$ cat config.mk
export PLATFORM = sky130hd
export DESIGN_NAME = sssp_core
export DESIGN_NICKNAME = d
export VERILOG_FILES = /design/src/verilog/sssp_pkg.sv /design/src/verilog/sssp_core.sv /design/src/verilog/sssp_sync2.sv
export SDC_FILE = /design/constraint.sdc
export NUM_CORES = 1
export LEC_CHECK = 0
export BUFFER_PORTS_ARGS = -buffer_cell sky130_fd_sc_hd__buf_4
export CAP_MARGIN = 25
export CORE_ASPECT_RATIO = 1.1
export CORE_MARGIN = 10
export CORE_UTILIZATION = 48
export DETAILED_ROUTE_END_ITERATION = 8
export PLACE_DENSITY_LB_ADDON = 0.25
export SYNTH_ARGS = -nofsm -noshare
export SYNTH_HDL_FRONTEND = slang
export SYNTH_SLANG_ARGS = --single-unit
$ cat constraint.sdc
create_clock -name clk -period 3 [get_ports clk]
set_clock_uncertainty 0.2 [all_clocks]
set_input_delay 0.45 -clock clk [delete_from_list [all_inputs] [get_ports clk]]
set_output_delay 0.45 -clock clk [all_outputs]
set_load 0.02 [all_outputs]
$ cat src/verilog/sssp_pkg.sv
// Constants, types and register map of the synchronous serial shift port
package sssp_pkg;

  // Register byte addresses
  localparam logic [11:0] SSSP_ADDR_XCHG = 12'h000;
  localparam logic [11:0] SSSP_ADDR_PORT2 = 12'h004;
  localparam logic [11:0] SSSP_ADDR_STATUS = 12'h008;

  // Exchange opcodes
  localparam logic [7:0] SSSP_OPC_MASTER = 8'hC0;
  localparam logic [7:0] SSSP_OPC_SLAVE = 8'hC1;

  // Port 2 latch reset value and bit positions
  localparam logic [7:0] SSSP_PORT2_RST = 8'hFF;
  localparam int SSSP_OE_BIT = 6;
  localparam int SSSP_RATE_BIT = 7;
  localparam int SSSP_SO_BIT = 6;
  localparam int SSSP_SI_BIT = 7;

  // Exchange register field positions
  localparam int SSSP_ACC_LSB = 0;
  localparam int SSSP_OPC_LSB = 8;

  // Transfer length and clock shaping
  localparam logic [3:0] SSSP_BITS = 4'h8;
  localparam int SSSP_DIV_SLOW = 4;
  localparam int SSSP_DUTY_DIV1_PCT = 40;
  localparam int SSSP_INSTR_CLKS_DEF = 10;

  // Operating mode
  typedef enum logic [1:0] {
    SSSP_PORT = 2'b00,
    SSSP_MASTER = 2'b01,
    SSSP_SLAVE = 2'b10
  } ssspMode_t;

  // Status word as read back
  typedef struct packed {
    logic done;
    ssspMode_t mode;
    logic [3:0] count;
  } ssspStatus_t;

  // Serial pins entering the block
  typedef struct packed {
    logic sck;
    logic sdi;
    logic test;
  } ssspPinIn_t;

endpackage : sssp_pkg

$ cat src/verilog/sssp_core.sv
// Synchronous serial shift port with APB register access
`timescale 1ns/1ps
module sssp_core
  import sssp_pkg::*;
#(
  parameter int INSTR_CLKS = SSSP_INSTR_CLKS_DEF
) (
  // Clock and reset
  input wire logic clk,
  input wire logic sys_rst,
  // APB slave
  input wire logic [11:0] paddr,
  input wire logic psel,
  input wire logic penable,
  input wire logic pwrite,
  input wire logic [31:0] pwdata,
  input wire logic [3:0] pstrb,
  output logic [31:0] prdata,
  output logic pready,
  output logic pslverr,
  // Serial pins
  input wire ssspPinIn_t pinIn,
  output logic sckOut,
  output logic sckOeN,
  output logic sdoOut,
  output logic sdoOeN,
  // Processor side
  output logic testSense,
  output logic aleStrobe
);

  // Clocks of each shift clock phase
  localparam int HIGH_DIV1 = (INSTR_CLKS * SSSP_DUTY_DIV1_PCT) / 100;
  localparam int HIGH_DIV4 = SSSP_DIV_SLOW / 2;
  localparam logic [15:0] PH_LAST = 16'(INSTR_CLKS - 1);
  localparam logic [15:0] PH_HIGH1 = 16'(HIGH_DIV1);
  localparam logic [1:0] CYC_LAST = 2'(SSSP_DIV_SLOW - 1);
  localparam logic [1:0] CYC_HIGH4 = 2'(HIGH_DIV4);

  // Synchronised pins
  ssspPinIn_t pinSync;

  // Instruction cycle timing
  logic [15:0] phase_q;
  logic [15:0] phase_d;
  logic [1:0] cyc_q;
  logic [1:0] cyc_d;
  logic ale_q;
  logic ale_d;

  // Shift clock generator
  logic run_q;
  logic run_d;
  logic sck_q;
  logic sck_d;
  logic slvPrev_q;
  logic slvPrev_d;

  // Serial engine
  ssspMode_t mode_q;
  ssspMode_t mode_d;
  logic [7:0] shift_q;
  logic [7:0] shift_d;
  logic [7:0] acc_q;
  logic [7:0] acc_d;
  logic [3:0] count_q;
  logic [3:0] count_d;
  logic done_q;
  logic done_d;
  logic sdo_q;
  logic sdo_d;

  // Port 2 latches and bus read data
  logic [7:0] port2_q;
  logic [7:0] port2_d;
  logic [31:0] rdata_q;
  logic [31:0] rdata_d;

  // Bus decode
  logic setupPh;
  logic accessPh;
  logic wrXchg;
  logic wrPort2;
  logic mapped;
  logic [7:0] wrOpc;
  logic doMaster;
  logic doSlave;
  logic doXchg;

  // Edge events seen by the engine
  logic periodStart;
  logic highPhase;
  logic riseEv;
  logic fallEv;
  logic slowRate;

  ssspStatus_t status;

  // Bring clock, data and test pins into the clock domain
  sssp_sync2 #(
    .W($bits(ssspPinIn_t))
  ) u_sync (
    .clk(clk),
    .sys_rst(sys_rst),
    .asyncIn(pinIn),
    .syncOut(pinSync)
  );

  // APB address decode and exchange command decode
  always_comb begin
    setupPh = psel && !penable;
    accessPh = psel && penable;
    mapped = (paddr == SSSP_ADDR_XCHG) || (paddr == SSSP_ADDR_PORT2) ||
             (paddr == SSSP_ADDR_STATUS);
    wrXchg = accessPh && pwrite && (paddr == SSSP_ADDR_XCHG) &&
             pstrb[0] && pstrb[1];
    wrPort2 = accessPh && pwrite && (paddr == SSSP_ADDR_PORT2) && pstrb[0];
    wrOpc = pwdata[SSSP_OPC_LSB +: 8];
    doMaster = wrXchg && (wrOpc == SSSP_OPC_MASTER);
    doSlave = wrXchg && (wrOpc == SSSP_OPC_SLAVE);
    doXchg = doMaster || doSlave;
  end

  // Zero-wait answer; unmapped addresses flag an error
  assign pready = accessPh;
  assign pslverr = accessPh && !mapped;
  assign prdata = rdata_q;

  // Instruction cycle phase and address strobe
  always_comb begin
    phase_d = (phase_q == PH_LAST) ? 16'h0000 : phase_q + 16'h0001;
    cyc_d = cyc_q;
    if (phase_q == PH_LAST) begin
      cyc_d = (cyc_q == CYC_LAST) ? 2'h0 : cyc_q + 2'h1;
    end
    // Strobe rises with the start of every instruction cycle
    ale_d = (phase_d == 16'h0000);
  end

  // Register instruction timing
  always_ff @(posedge clk) begin
    if (sys_rst) begin
      phase_q <= 16'h0000;
      cyc_q <= 2'h0;
      ale_q <= 1'b0;
    end else begin
      phase_q <= phase_d;
      cyc_q <= cyc_d;
      ale_q <= ale_d;
    end
  end

  assign aleStrobe = ale_q;

  // Master shift clock shape from the rate latch
  always_comb begin
    slowRate = port2_q[SSSP_RATE_BIT];
    if (slowRate) begin
      // Four instruction cycles, high for the first two
      periodStart = (phase_d == 16'h0000) && (cyc_d == 2'h0);
      highPhase = (cyc_d < CYC_HIGH4);
    end else begin
      // One instruction cycle, high for forty percent of it
      periodStart = (phase_d == 16'h0000);
      highPhase = (phase_d < PH_HIGH1);
    end
  end

  // Clock generation gate and slave edge detect
  always_comb begin
    run_d = run_q;
    // Gate changes only at a period start, where no pulse is cut short, or at once when a slave exchange leaves master mode, which can cut a high pulse short
    // Registered done lets the eighth pulse finish and keeps the gate
    // out of the edge path; an exchange on a period start waits one
    // period so no pulse rises without being counted
    if (periodStart) begin
      run_d = (mode_q == SSSP_MASTER) && !done_q && !doXchg;
    end
    if (mode_d != SSSP_MASTER) begin
      run_d = 1'b0;
    end
    sck_d = run_d && highPhase;
    slvPrev_d = pinSync.sck;
    riseEv = 1'b0;
    fallEv = 1'b0;
    case (mode_q)
      SSSP_MASTER: begin
        riseEv = sck_d && !sck_q;
        fallEv = !sck_d && sck_q;
      end
      SSSP_SLAVE: begin
        // External clock edges only after synchronising
        riseEv = pinSync.sck && !slvPrev_q;
        fallEv = !pinSync.sck && slvPrev_q;
      end
      default: begin
        riseEv = 1'b0;
        fallEv = 1'b0;
      end
    endcase
  end

  // Register clock generator
  always_ff @(posedge clk) begin
    if (sys_rst) begin
      run_q <= 1'b0;
      sck_q <= 1'b0;
      slvPrev_q <= 1'b0;
    end else begin
      run_q <= run_d;
      sck_q <= sck_d;
      slvPrev_q <= slvPrev_d;
    end
  end

  // Mode, exchange, shifting, counting and done flag
  always_comb begin
    mode_d = mode_q;
    shift_d = shift_q;
    acc_d = acc_q;
    count_d = count_q;
    done_d = done_q;
    sdo_d = sdo_q;
    case (mode_q)
      SSSP_PORT: begin
        // Normal port mode until an exchange arrives
        mode_d = SSSP_PORT;
      end
      SSSP_MASTER, SSSP_SLAVE: begin
        // Serial mode stays until system reset
        mode_d = mode_q;
      end
      default: begin
        mode_d = SSSP_PORT;
      end
    endcase
    if (doXchg) begin
      // Swap accumulator with shift register and restart the count
      mode_d = doMaster ? SSSP_MASTER : SSSP_SLAVE;
      acc_d = shift_q;
      shift_d = pwdata[SSSP_ACC_LSB +: 8];
      count_d = 4'h0;
      done_d = 1'b0;
      sdo_d = pwdata[SSSP_ACC_LSB + 7];
    end else begin
      if (riseEv && (count_q != SSSP_BITS)) begin
        // Sample serial input, count the pulse
        shift_d = {shift_q[6:0], pinSync.sdi};
        count_d = count_q + 4'h1;
      end
      if (fallEv) begin
        // Present the next transmit bit
        sdo_d = shift_q[7];
      end
    end
    // Done set wins over a clear in the same cycle
    if (riseEv && (count_q == SSSP_BITS - 4'h1)) begin
      done_d = 1'b1;
    end
  end

  // Register serial engine
  always_ff @(posedge clk) begin
    if (sys_rst) begin
      mode_q <= SSSP_PORT;
      shift_q <= 8'h00;
      acc_q <= 8'h00;
      count_q <= 4'h0;
      done_q <= 1'b0;
      sdo_q <= 1'b1;
    end else begin
      mode_q <= mode_d;
      shift_q <= shift_d;
      acc_q <= acc_d;
      count_q <= count_d;
      done_q <= done_d;
      sdo_q <= sdo_d;
    end
  end

  // Status word
  always_comb begin
    status.done = done_q;
    status.mode = mode_q;
    status.count = count_q;
  end

  // Port 2 latches and read data captured in the setup phase
  always_comb begin
    port2_d = port2_q;
    if (wrPort2) begin
      // Latches stay writable in every mode
      port2_d = pwdata[7:0];
    end
    rdata_d = rdata_q;
    if (setupPh && !pwrite) begin
      case (paddr)
        SSSP_ADDR_XCHG: begin
          rdata_d = {24'h000000, acc_q};
        end
        SSSP_ADDR_PORT2: begin
          rdata_d = {24'h000000, port2_q};
          if (mode_q != SSSP_PORT) begin
            // Serial pins show in place of their latches
            rdata_d[SSSP_SO_BIT] = sdoOut;
            rdata_d[SSSP_SI_BIT] = pinSync.sdi;
          end
        end
        SSSP_ADDR_STATUS: begin
          rdata_d = {{(32 - $bits(ssspStatus_t)){1'b0}}, status};
        end
        default: begin
          rdata_d = 32'h00000000;
        end
      endcase
    end
  end

  // Register latches and read data
  always_ff @(posedge clk) begin
    if (sys_rst) begin
      port2_q <= SSSP_PORT2_RST;
      rdata_q <= 32'h00000000;
    end else begin
      port2_q <= port2_d;
      rdata_q <= rdata_d;
    end
  end

  // Pin drivers; enables are low while driving
  always_comb begin
    sckOut = sck_q;
    sdoOut = sdo_q;
    // Clock pin driven only in master role
    sckOeN = (mode_q != SSSP_MASTER);
    // Serial output tri-stated by the enable latch or in port mode
    sdoOeN = (mode_q == SSSP_PORT) || port2_q[SSSP_OE_BIT];
    // Test sense follows done in serial mode, the pin otherwise
    testSense = (mode_q == SSSP_PORT) ? pinSync.test : done_q;
  end

endmodule : sssp_core

$ cat src/verilog/sssp_sync2.sv
// Two-flop synchroniser for a group of asynchronous levels
`timescale 1ns/1ps
module sssp_sync2 #(
  parameter int W = 1
) (
  // Clock and reset
  input wire logic clk,
  input wire logic sys_rst,
  // Levels
  input wire logic [W-1:0] asyncIn,
  output logic [W-1:0] syncOut
);

  logic [W-1:0] meta_q; // First stage, read only by second stage
  logic [W-1:0] meta_d;
  logic [W-1:0] sync_q; // Second stage
  logic [W-1:0] sync_d;

  // Next values of both stages
  always_comb begin
    meta_d = asyncIn;
    sync_d = meta_q;
  end

  // Register both stages
  always_ff @(posedge clk) begin
    if (sys_rst) begin
      meta_q <= '0;
      sync_q <= '0;
    end else begin
      meta_q <= meta_d;
      sync_q <= sync_d;
    end
  end

  assign syncOut = sync_q;

endmodule : sssp_sync2

== After elaboration in Yosys (flattened, before gate mapping) ==
Cells that the tools add are included.

* Add/sub/neg operators: 3
* Order comparisons: 2
* Equal/unequal tests: 12
* Muxes and demuxes: 21
* Reduce and logical (&&, ||, !) cells: 45

{| class="wikitable"
|+ Operator list
! operator !! number
|-
| $pmux W8 S3 || 1
|-
| $logic_and A1 B1 Y1 || 22
|-
| $add A16 B1 Y16 const B || 1
|-
| $eq A16 B4 Y1 const B || 1
|-
| $eq A8 B8 Y1 const B || 2
|-
| $logic_not A16 Y1 || 1
|-
| $lt A16 B3 Y1 const B || 1
|-
| $mux W16 || 1
|-
| $mux W8 || 2
|-
| $eq A12 B3 Y1 const B || 1
|-
| $eq A12 B4 Y1 const B || 1
|-
| $logic_not A12 Y1 || 1
|-
| $mux W2 || 6
|-
| $logic_not A1 Y1 || 9
|-
| $mux W1 || 9
|-
| $reduce_bool A2 Y1 || 4
|-
| $add A4 B1 Y4 const B || 1
|-
| $eq A2 B2 Y1 const B || 2
|-
| $eq A4 B3 Y1 const B || 1
|-
| $logic_not A2 Y1 || 2
|-
| $logic_or A1 B1 Y1 || 4
|-
| $ne A2 B1 Y1 const B || 2
|-
| $ne A4 B4 Y1 const B || 1
|-
| $pmux W1 S2 || 2
|-
| other kinds (4) || 5
|}

* Flip-flop bits (word level): 92
* Input port bits: 56

== Depth between registers and ports, before layout ==
* Depth after elaboration: 17
* Depth in mapped cells: 12
* Gate-level depth less buffers: 11

== Modules after synthesis ==
A second synthesis with hierarchy kept.

* Cells, all modules: 444
* Area total of the unflattened synthesis: 3,707.3 um^2

{| class="wikitable"
|+ Modules (own cells, without submodules)
! module !! times used !! cells an instance !! area each (um^2) !! sequential area each (um^2)
|-
| sssp_core || 1 || 432 || 3,549.7 || 1,241.2
|-
| sssp_sync2 || 1 || 12 || 157.7 || 120.1
|}

== Worst setup path after synthesis ==
No wires, ideal clock.

* Path kind: register -> register
* Start: register phase_q[0]
* End: register shift_q[1]
* Setup time: 87 ps
* Data arrival time: 2,592 ps
* Data required time: 2,713 ps
* Slack: 121 ps
* Cell stages (with the launch flop): 13
* Path buffers: 2
* Clock period less this slack: 2,879 ps
* Cells stage by stage: dfxtp_1 ha_1 and3_1 clkbuf_1 nand3_1 xor2_1 o211ai_1 o32ai_1 o2111ai_2 a21oi_2 buf_6 a21oi_1 a221oi_2

* Cells in the longest elaborated chain, start to end: 12
* Elaborated cells on any way between the ends: 18
* Those cells by class: add/sub (1); order compare (2); eq/ne (1); mux (7); reduce/logical (7)

{| class="wikitable"
|+ RTL lines
! element !! line !! source
|-
| start, declared || sssp_core.sv:44 || <nowiki>logic [15:0] phase_q;</nowiki>
|-
| start signal, assigned || sssp_core.sv:147 || <nowiki>phase_q <= phase_d;</nowiki>
|-
| parallel branches: the longest is 7 deep, another holds $add A16 B1 Y16 || n/a ||
|-
| $logic_and A1 B1 Y1 * || sssp_core.sv:182 || <nowiki>sck_d = run_d && highPhase;</nowiki>
|-
| $logic_and A1 B1 Y1 * || sssp_core.sv:188 || <nowiki>riseEv = sck_d && !sck_q;</nowiki>
|-
| $pmux W1 S2 * || sssp_core.sv:186 || <nowiki>case (mode_q)</nowiki>
|-
| $logic_and A1 B1 Y1 * || sssp_core.sv:246 || <nowiki>if (riseEv && (count_q != SSSP_BITS)) begin</nowiki>
|-
| $reduce_bool A2 Y1 (no line) * || n/a ||
|-
| end signal, assigned || sssp_core.sv:273 || <nowiki>shift_q <= shift_d;</nowiki>
|-
| end, declared || sssp_core.sv:62 || <nowiki>logic [7:0] shift_q;</nowiki>
|}

Every way passes the cells marked *.
A chain may end at the register's enable or synchronous reset.

== Worst setup path after layout ==
* Start: register phase_q[2]
* End: register shift_q[2]

Same word-level chain as after synthesis.

==> qor.txt <==
Max-cap violations = 0
GRT Max-Usage Layer = met2
Worst EP arrival = 3.00 ns
number of enable flip-flop cells after synthesis = 0
footprint of the flip-flops and latches = 1375 um^2
final net count = 565
post-route standard cell area excluding fillers = 4581 um^2
flop2flop setup slack = 0.06 ns
number of synthesized register bits = 68
routing usage on met3 = 0.03772
initial cell density of the core = 0.4919
worst min-delay path class = input pin to flop
share of layout cells above drive strength 1 = 0.2911
Yosys cell types = 56
critical path class = flop to flop
M1 GR Usage = 0.1729
dpl cell area = 4212 um^2
maximum clock frequency = 339.6 MHz
met2 Track Usage GR = 0.2788
Pins Over Slew Limit = 0
count of input and output buffers = 53
Post-synth top cells = 68 x sky130_fd_sc_hd__dfxtp_1, 45 x sky130_fd_sc_hd__nor2_1, 41 x sky130_fd_sc_hd__nand2_1
detail-routed net length per standard cell = 14.96 um
vertical extent of the die = 111.8 um
largest net degree at the start of global routing = 48
CTS tree = done
CP Launch Point = phase_q[2]$_SDFF_PP0_
CTS root buffer = sky130_fd_sc_hd__clkbuf_8
growth of design area from synthesis to finish = 24.61%
Synth top area share = 0.3703
Non-Filler Instances = 610
worst-skew pair later-pin latency = 0.35 ns
final RePlAce weighted congestion = 0.8850
data required time at the worst endpoint = 3.06 ns
top post-synthesis cells by area = sky130_fd_sc_hd__dfxtp_1 37%, sky130_fd_sc_hd__buf_4 5.1%, sky130_fd_sc_hd__nor2_1 4.6%
grt total ovfl = 0
number of H-tree levels = 3
endpoint of the most critical register-to-register path = shift_q[2]$_SDFFE_PP0P_
worst-margin pin slew = 0.5089 ns
area of combinational cells with multiple inputs = 2115 um^2
DRT iter0 DRCs = 106
Vias per Instance = 5.234
Final Critical Period = 2.945 ns
vias = 3193
PwrDens = 421.2 nW/um^2
synthesis warning total = 0
source of the worst register-to-register timing path = phase_q[2]$_SDFF_PP0_
Setup crit end kind = flop
placeable core region = 7473 um^2
count of boundary I/O pins = 96
Main synth FF type = sky130_fd_sc_hd__dfxtp_1
post-synthesis instance area = 3676 um^2
DRT Wirelength = 9123 um
initial antenna violation count = 0
average instance area after synthesis = 8.509 um^2
Synth async-reset ratio = 0
count of placed standard cells including taps = 591
GRT Resource Usage Total = 0.1572
number of clock buffers inserted by TritonCTS = 9
layout filler cell count = 675
unrepaired setup endpoints after global routing = true
Antenna Diode Count = 0
Register-to-Register Path Depth = 10
biggest area consumer among synthesized cells = sky130_fd_sc_hd__dfxtp_1
row count = 33
number of setup violations in the final report = 0
maximum buffer depth of the clock tree = 2
worst relative slew slack = 0.6608
cell with the most instances after synthesis = sky130_fd_sc_hd__dfxtp_1
Final Hold Fails = 0
IR drop worst, VDD = 0.2800 mV
status = finished clean
post-detailed-route count of antenna-violating nets = 0
kind of start point of the critical path = flop
part of the cycle the worst path needs = 0.9817
Gate Count Post-Synth = 432
clock slew at the register clock pins of the worst setup and hold paths = 0.08 ns
overall die area = 11560 um^2
clock sinks = 68
horizontal die dimension = 103.4 um
# DRC = 0
CP max FO = 10
estimated wirelength of the detail-placed design = 6653 um
critical path endpoint = shift_q[2]$_SDFFE_PP0P_
total leakage power = 1.836 nW
number of global-route vias before repair = 3197
global-route wire length before repair = 14890 um
sequential-to-total area share from yosys stat = 0.3703
drt first pass iters = 4
## layout make-up
class	count	share of cell area
clock inverter	6	0.01939
multi-input combinational	319	0.4616
clock buffer	10	0.02786
timing repair buffer	87	0.1500
sequential	68	0.3002
inverter	15	0.01229
tap	105	0.02868
## metrics by stage
stage	worst slack, ns	util	hold slack (ns)	power, mW	setup TNS (ns)
finish	0.05504	0.6129	0.1106	1.929	0
CTS	0.05083	0.5942	0.09993	1.936	0
floorplan	0.1214	-	0.2138	1.063	0
global placement	-0.1539	0.5635	0.2162	1.110	-1.096
global route	-0.09414	0.6129	0.09852	2.005	-0.7358
detailed placement	-0.1848	0.5635	0.2293	1.113	-1.644
## worst max-delay path: stages, from the launching register on
cell                        delay, ns
sky130_fd_sc_hd__dfxtp_4         0.37
sky130_fd_sc_hd__nor4_4          0.32
sky130_fd_sc_hd__nand3b_4        0.13
sky130_fd_sc_hd__o41a_1          0.43
sky130_fd_sc_hd__o2bb2ai_2       0.15
sky130_fd_sc_hd__or3_4           0.38
sky130_fd_sc_hd__o2111ai_4       0.23
sky130_fd_sc_hd__a21oi_4         0.12
sky130_fd_sc_hd__clkbuf_16       0.18
sky130_fd_sc_hd__nand2b_4        0.14
sky130_fd_sc_hd__a221oi_2        0.21
## routing by layer
| layer | part of all wire | vias to the layer above |
|---|---|---|
| met5 | 0 | - |
| met4 | 0.024 | 0 |
| met3 | 0.037 | 23 |
| met2 | 0.55 | 56 |
| met1 | 0.39 | 1525 |
| li1 | - | 1589 |
## kinds of logic (layout without fill, tap and decap cells)
kind of cell / count (synthesis) / after routing / synth area share
mux: 16 / 16 / 0.04459
compound gates: 82 / 82 / 0.1661
buf+inv: 68 / 118 / 0.1045
other cells: 1 / 24 / 0.001020
fa+ha+maj: 9 / 9 / 0.03063
xor+xnor: 16 / 16 / 0.03812
simple gates: 172 / 172 / 0.2447
flops: 68 / 68 / 0.3703
## state kept, by name, summed over array words and instances, names as in the netlist
name            flops
mode_q              2
count_q             4
sckOut              1
u_sync.meta_q       3
phase_q            16
shift_q             8
port2_q             8
u_sync.syncOut      3
prdata              8
done_q              1
aleStrobe           1
acc_q               8
sdoOut              1
cyc_q               2
slvPrev_q           1
run_q               1
## worst min path at each step
stage                                start                            to  slack [ns]  cells after the start
2_1_floorplan  u_sync.meta_q[0]$_SDFF_PP0_  u_sync.syncOut[0]$_SDFF_PP0_        0.21                      1
3_3_place_gp   u_sync.meta_q[1]$_SDFF_PP0_  u_sync.syncOut[1]$_SDFF_PP0_        0.22                      1
3_5_place_dp   u_sync.meta_q[1]$_SDFF_PP0_  u_sync.syncOut[1]$_SDFF_PP0_        0.23                      1
4_1_cts                           pinIn[1]   u_sync.meta_q[1]$_SDFF_PP0_         0.1                      2
5_1_grt                           pinIn[1]   u_sync.meta_q[1]$_SDFF_PP0_         0.1                      2
6_report                          pinIn[1]   u_sync.meta_q[1]$_SDFF_PP0_        0.11                      2
## report_power, final
part	total [mW]	switching, mW	leakage [nW]	internal [mW]
sequential	0.918	0.00659	0.554	0.912
combinational	0.187	0.104	1.18	0.0824
clock	0.824	0.356	0.102	0.468
## repair_timing
action,4_1_cts,5_1_grt
resized for setup,2,26
pin swaps,0,8
setup endpoints to repair,4,14
setup buffers,0,2
hold buffers,0,0
gates cloned,0,1
## layout by cell type, fill, tap and decap left out, types with 3 or more instances in the layout
| cell type | count |
|---|---|
| sky130_fd_sc_hd__o211ai_1 | 3 |
| sky130_fd_sc_hd__buf_4 | 84 |
| sky130_fd_sc_hd__dfxtp_1 | 59 |
| sky130_fd_sc_hd__or3_1 | 4 |
| sky130_fd_sc_hd__nand4_1 | 7 |
| sky130_fd_sc_hd__a211o_1 | 9 |
| sky130_fd_sc_hd__nand2b_4 | 3 |
| sky130_fd_sc_hd__a221oi_2 | 8 |
| sky130_fd_sc_hd__or2_2 | 6 |
| sky130_fd_sc_hd__nor2b_1 | 10 |
| sky130_fd_sc_hd__o21ai_0 | 12 |
| sky130_fd_sc_hd__nand3b_1 | 3 |
| sky130_fd_sc_hd__nand2_1 | 41 |
| sky130_fd_sc_hd__conb_1 | 24 |
| sky130_fd_sc_hd__inv_1 | 15 |
| sky130_fd_sc_hd__dfxtp_2 | 8 |
| sky130_fd_sc_hd__xor2_1 | 8 |
| sky130_fd_sc_hd__clkbuf_8 | 9 |
| sky130_fd_sc_hd__nor4_1 | 5 |
| sky130_fd_sc_hd__nand3_1 | 7 |
| sky130_fd_sc_hd__mux2i_1 | 13 |
| sky130_fd_sc_hd__a22oi_1 | 7 |
| sky130_fd_sc_hd__nor3_1 | 10 |
| sky130_fd_sc_hd__a21oi_1 | 27 |
| sky130_fd_sc_hd__xnor2_1 | 8 |
| sky130_fd_sc_hd__nand2b_1 | 9 |
| sky130_fd_sc_hd__ha_1 | 9 |
| sky130_fd_sc_hd__nor2_1 | 44 |
| sky130_fd_sc_hd__and2_1 | 4 |
Note: power is estimated with default switching activity, not from simulation.
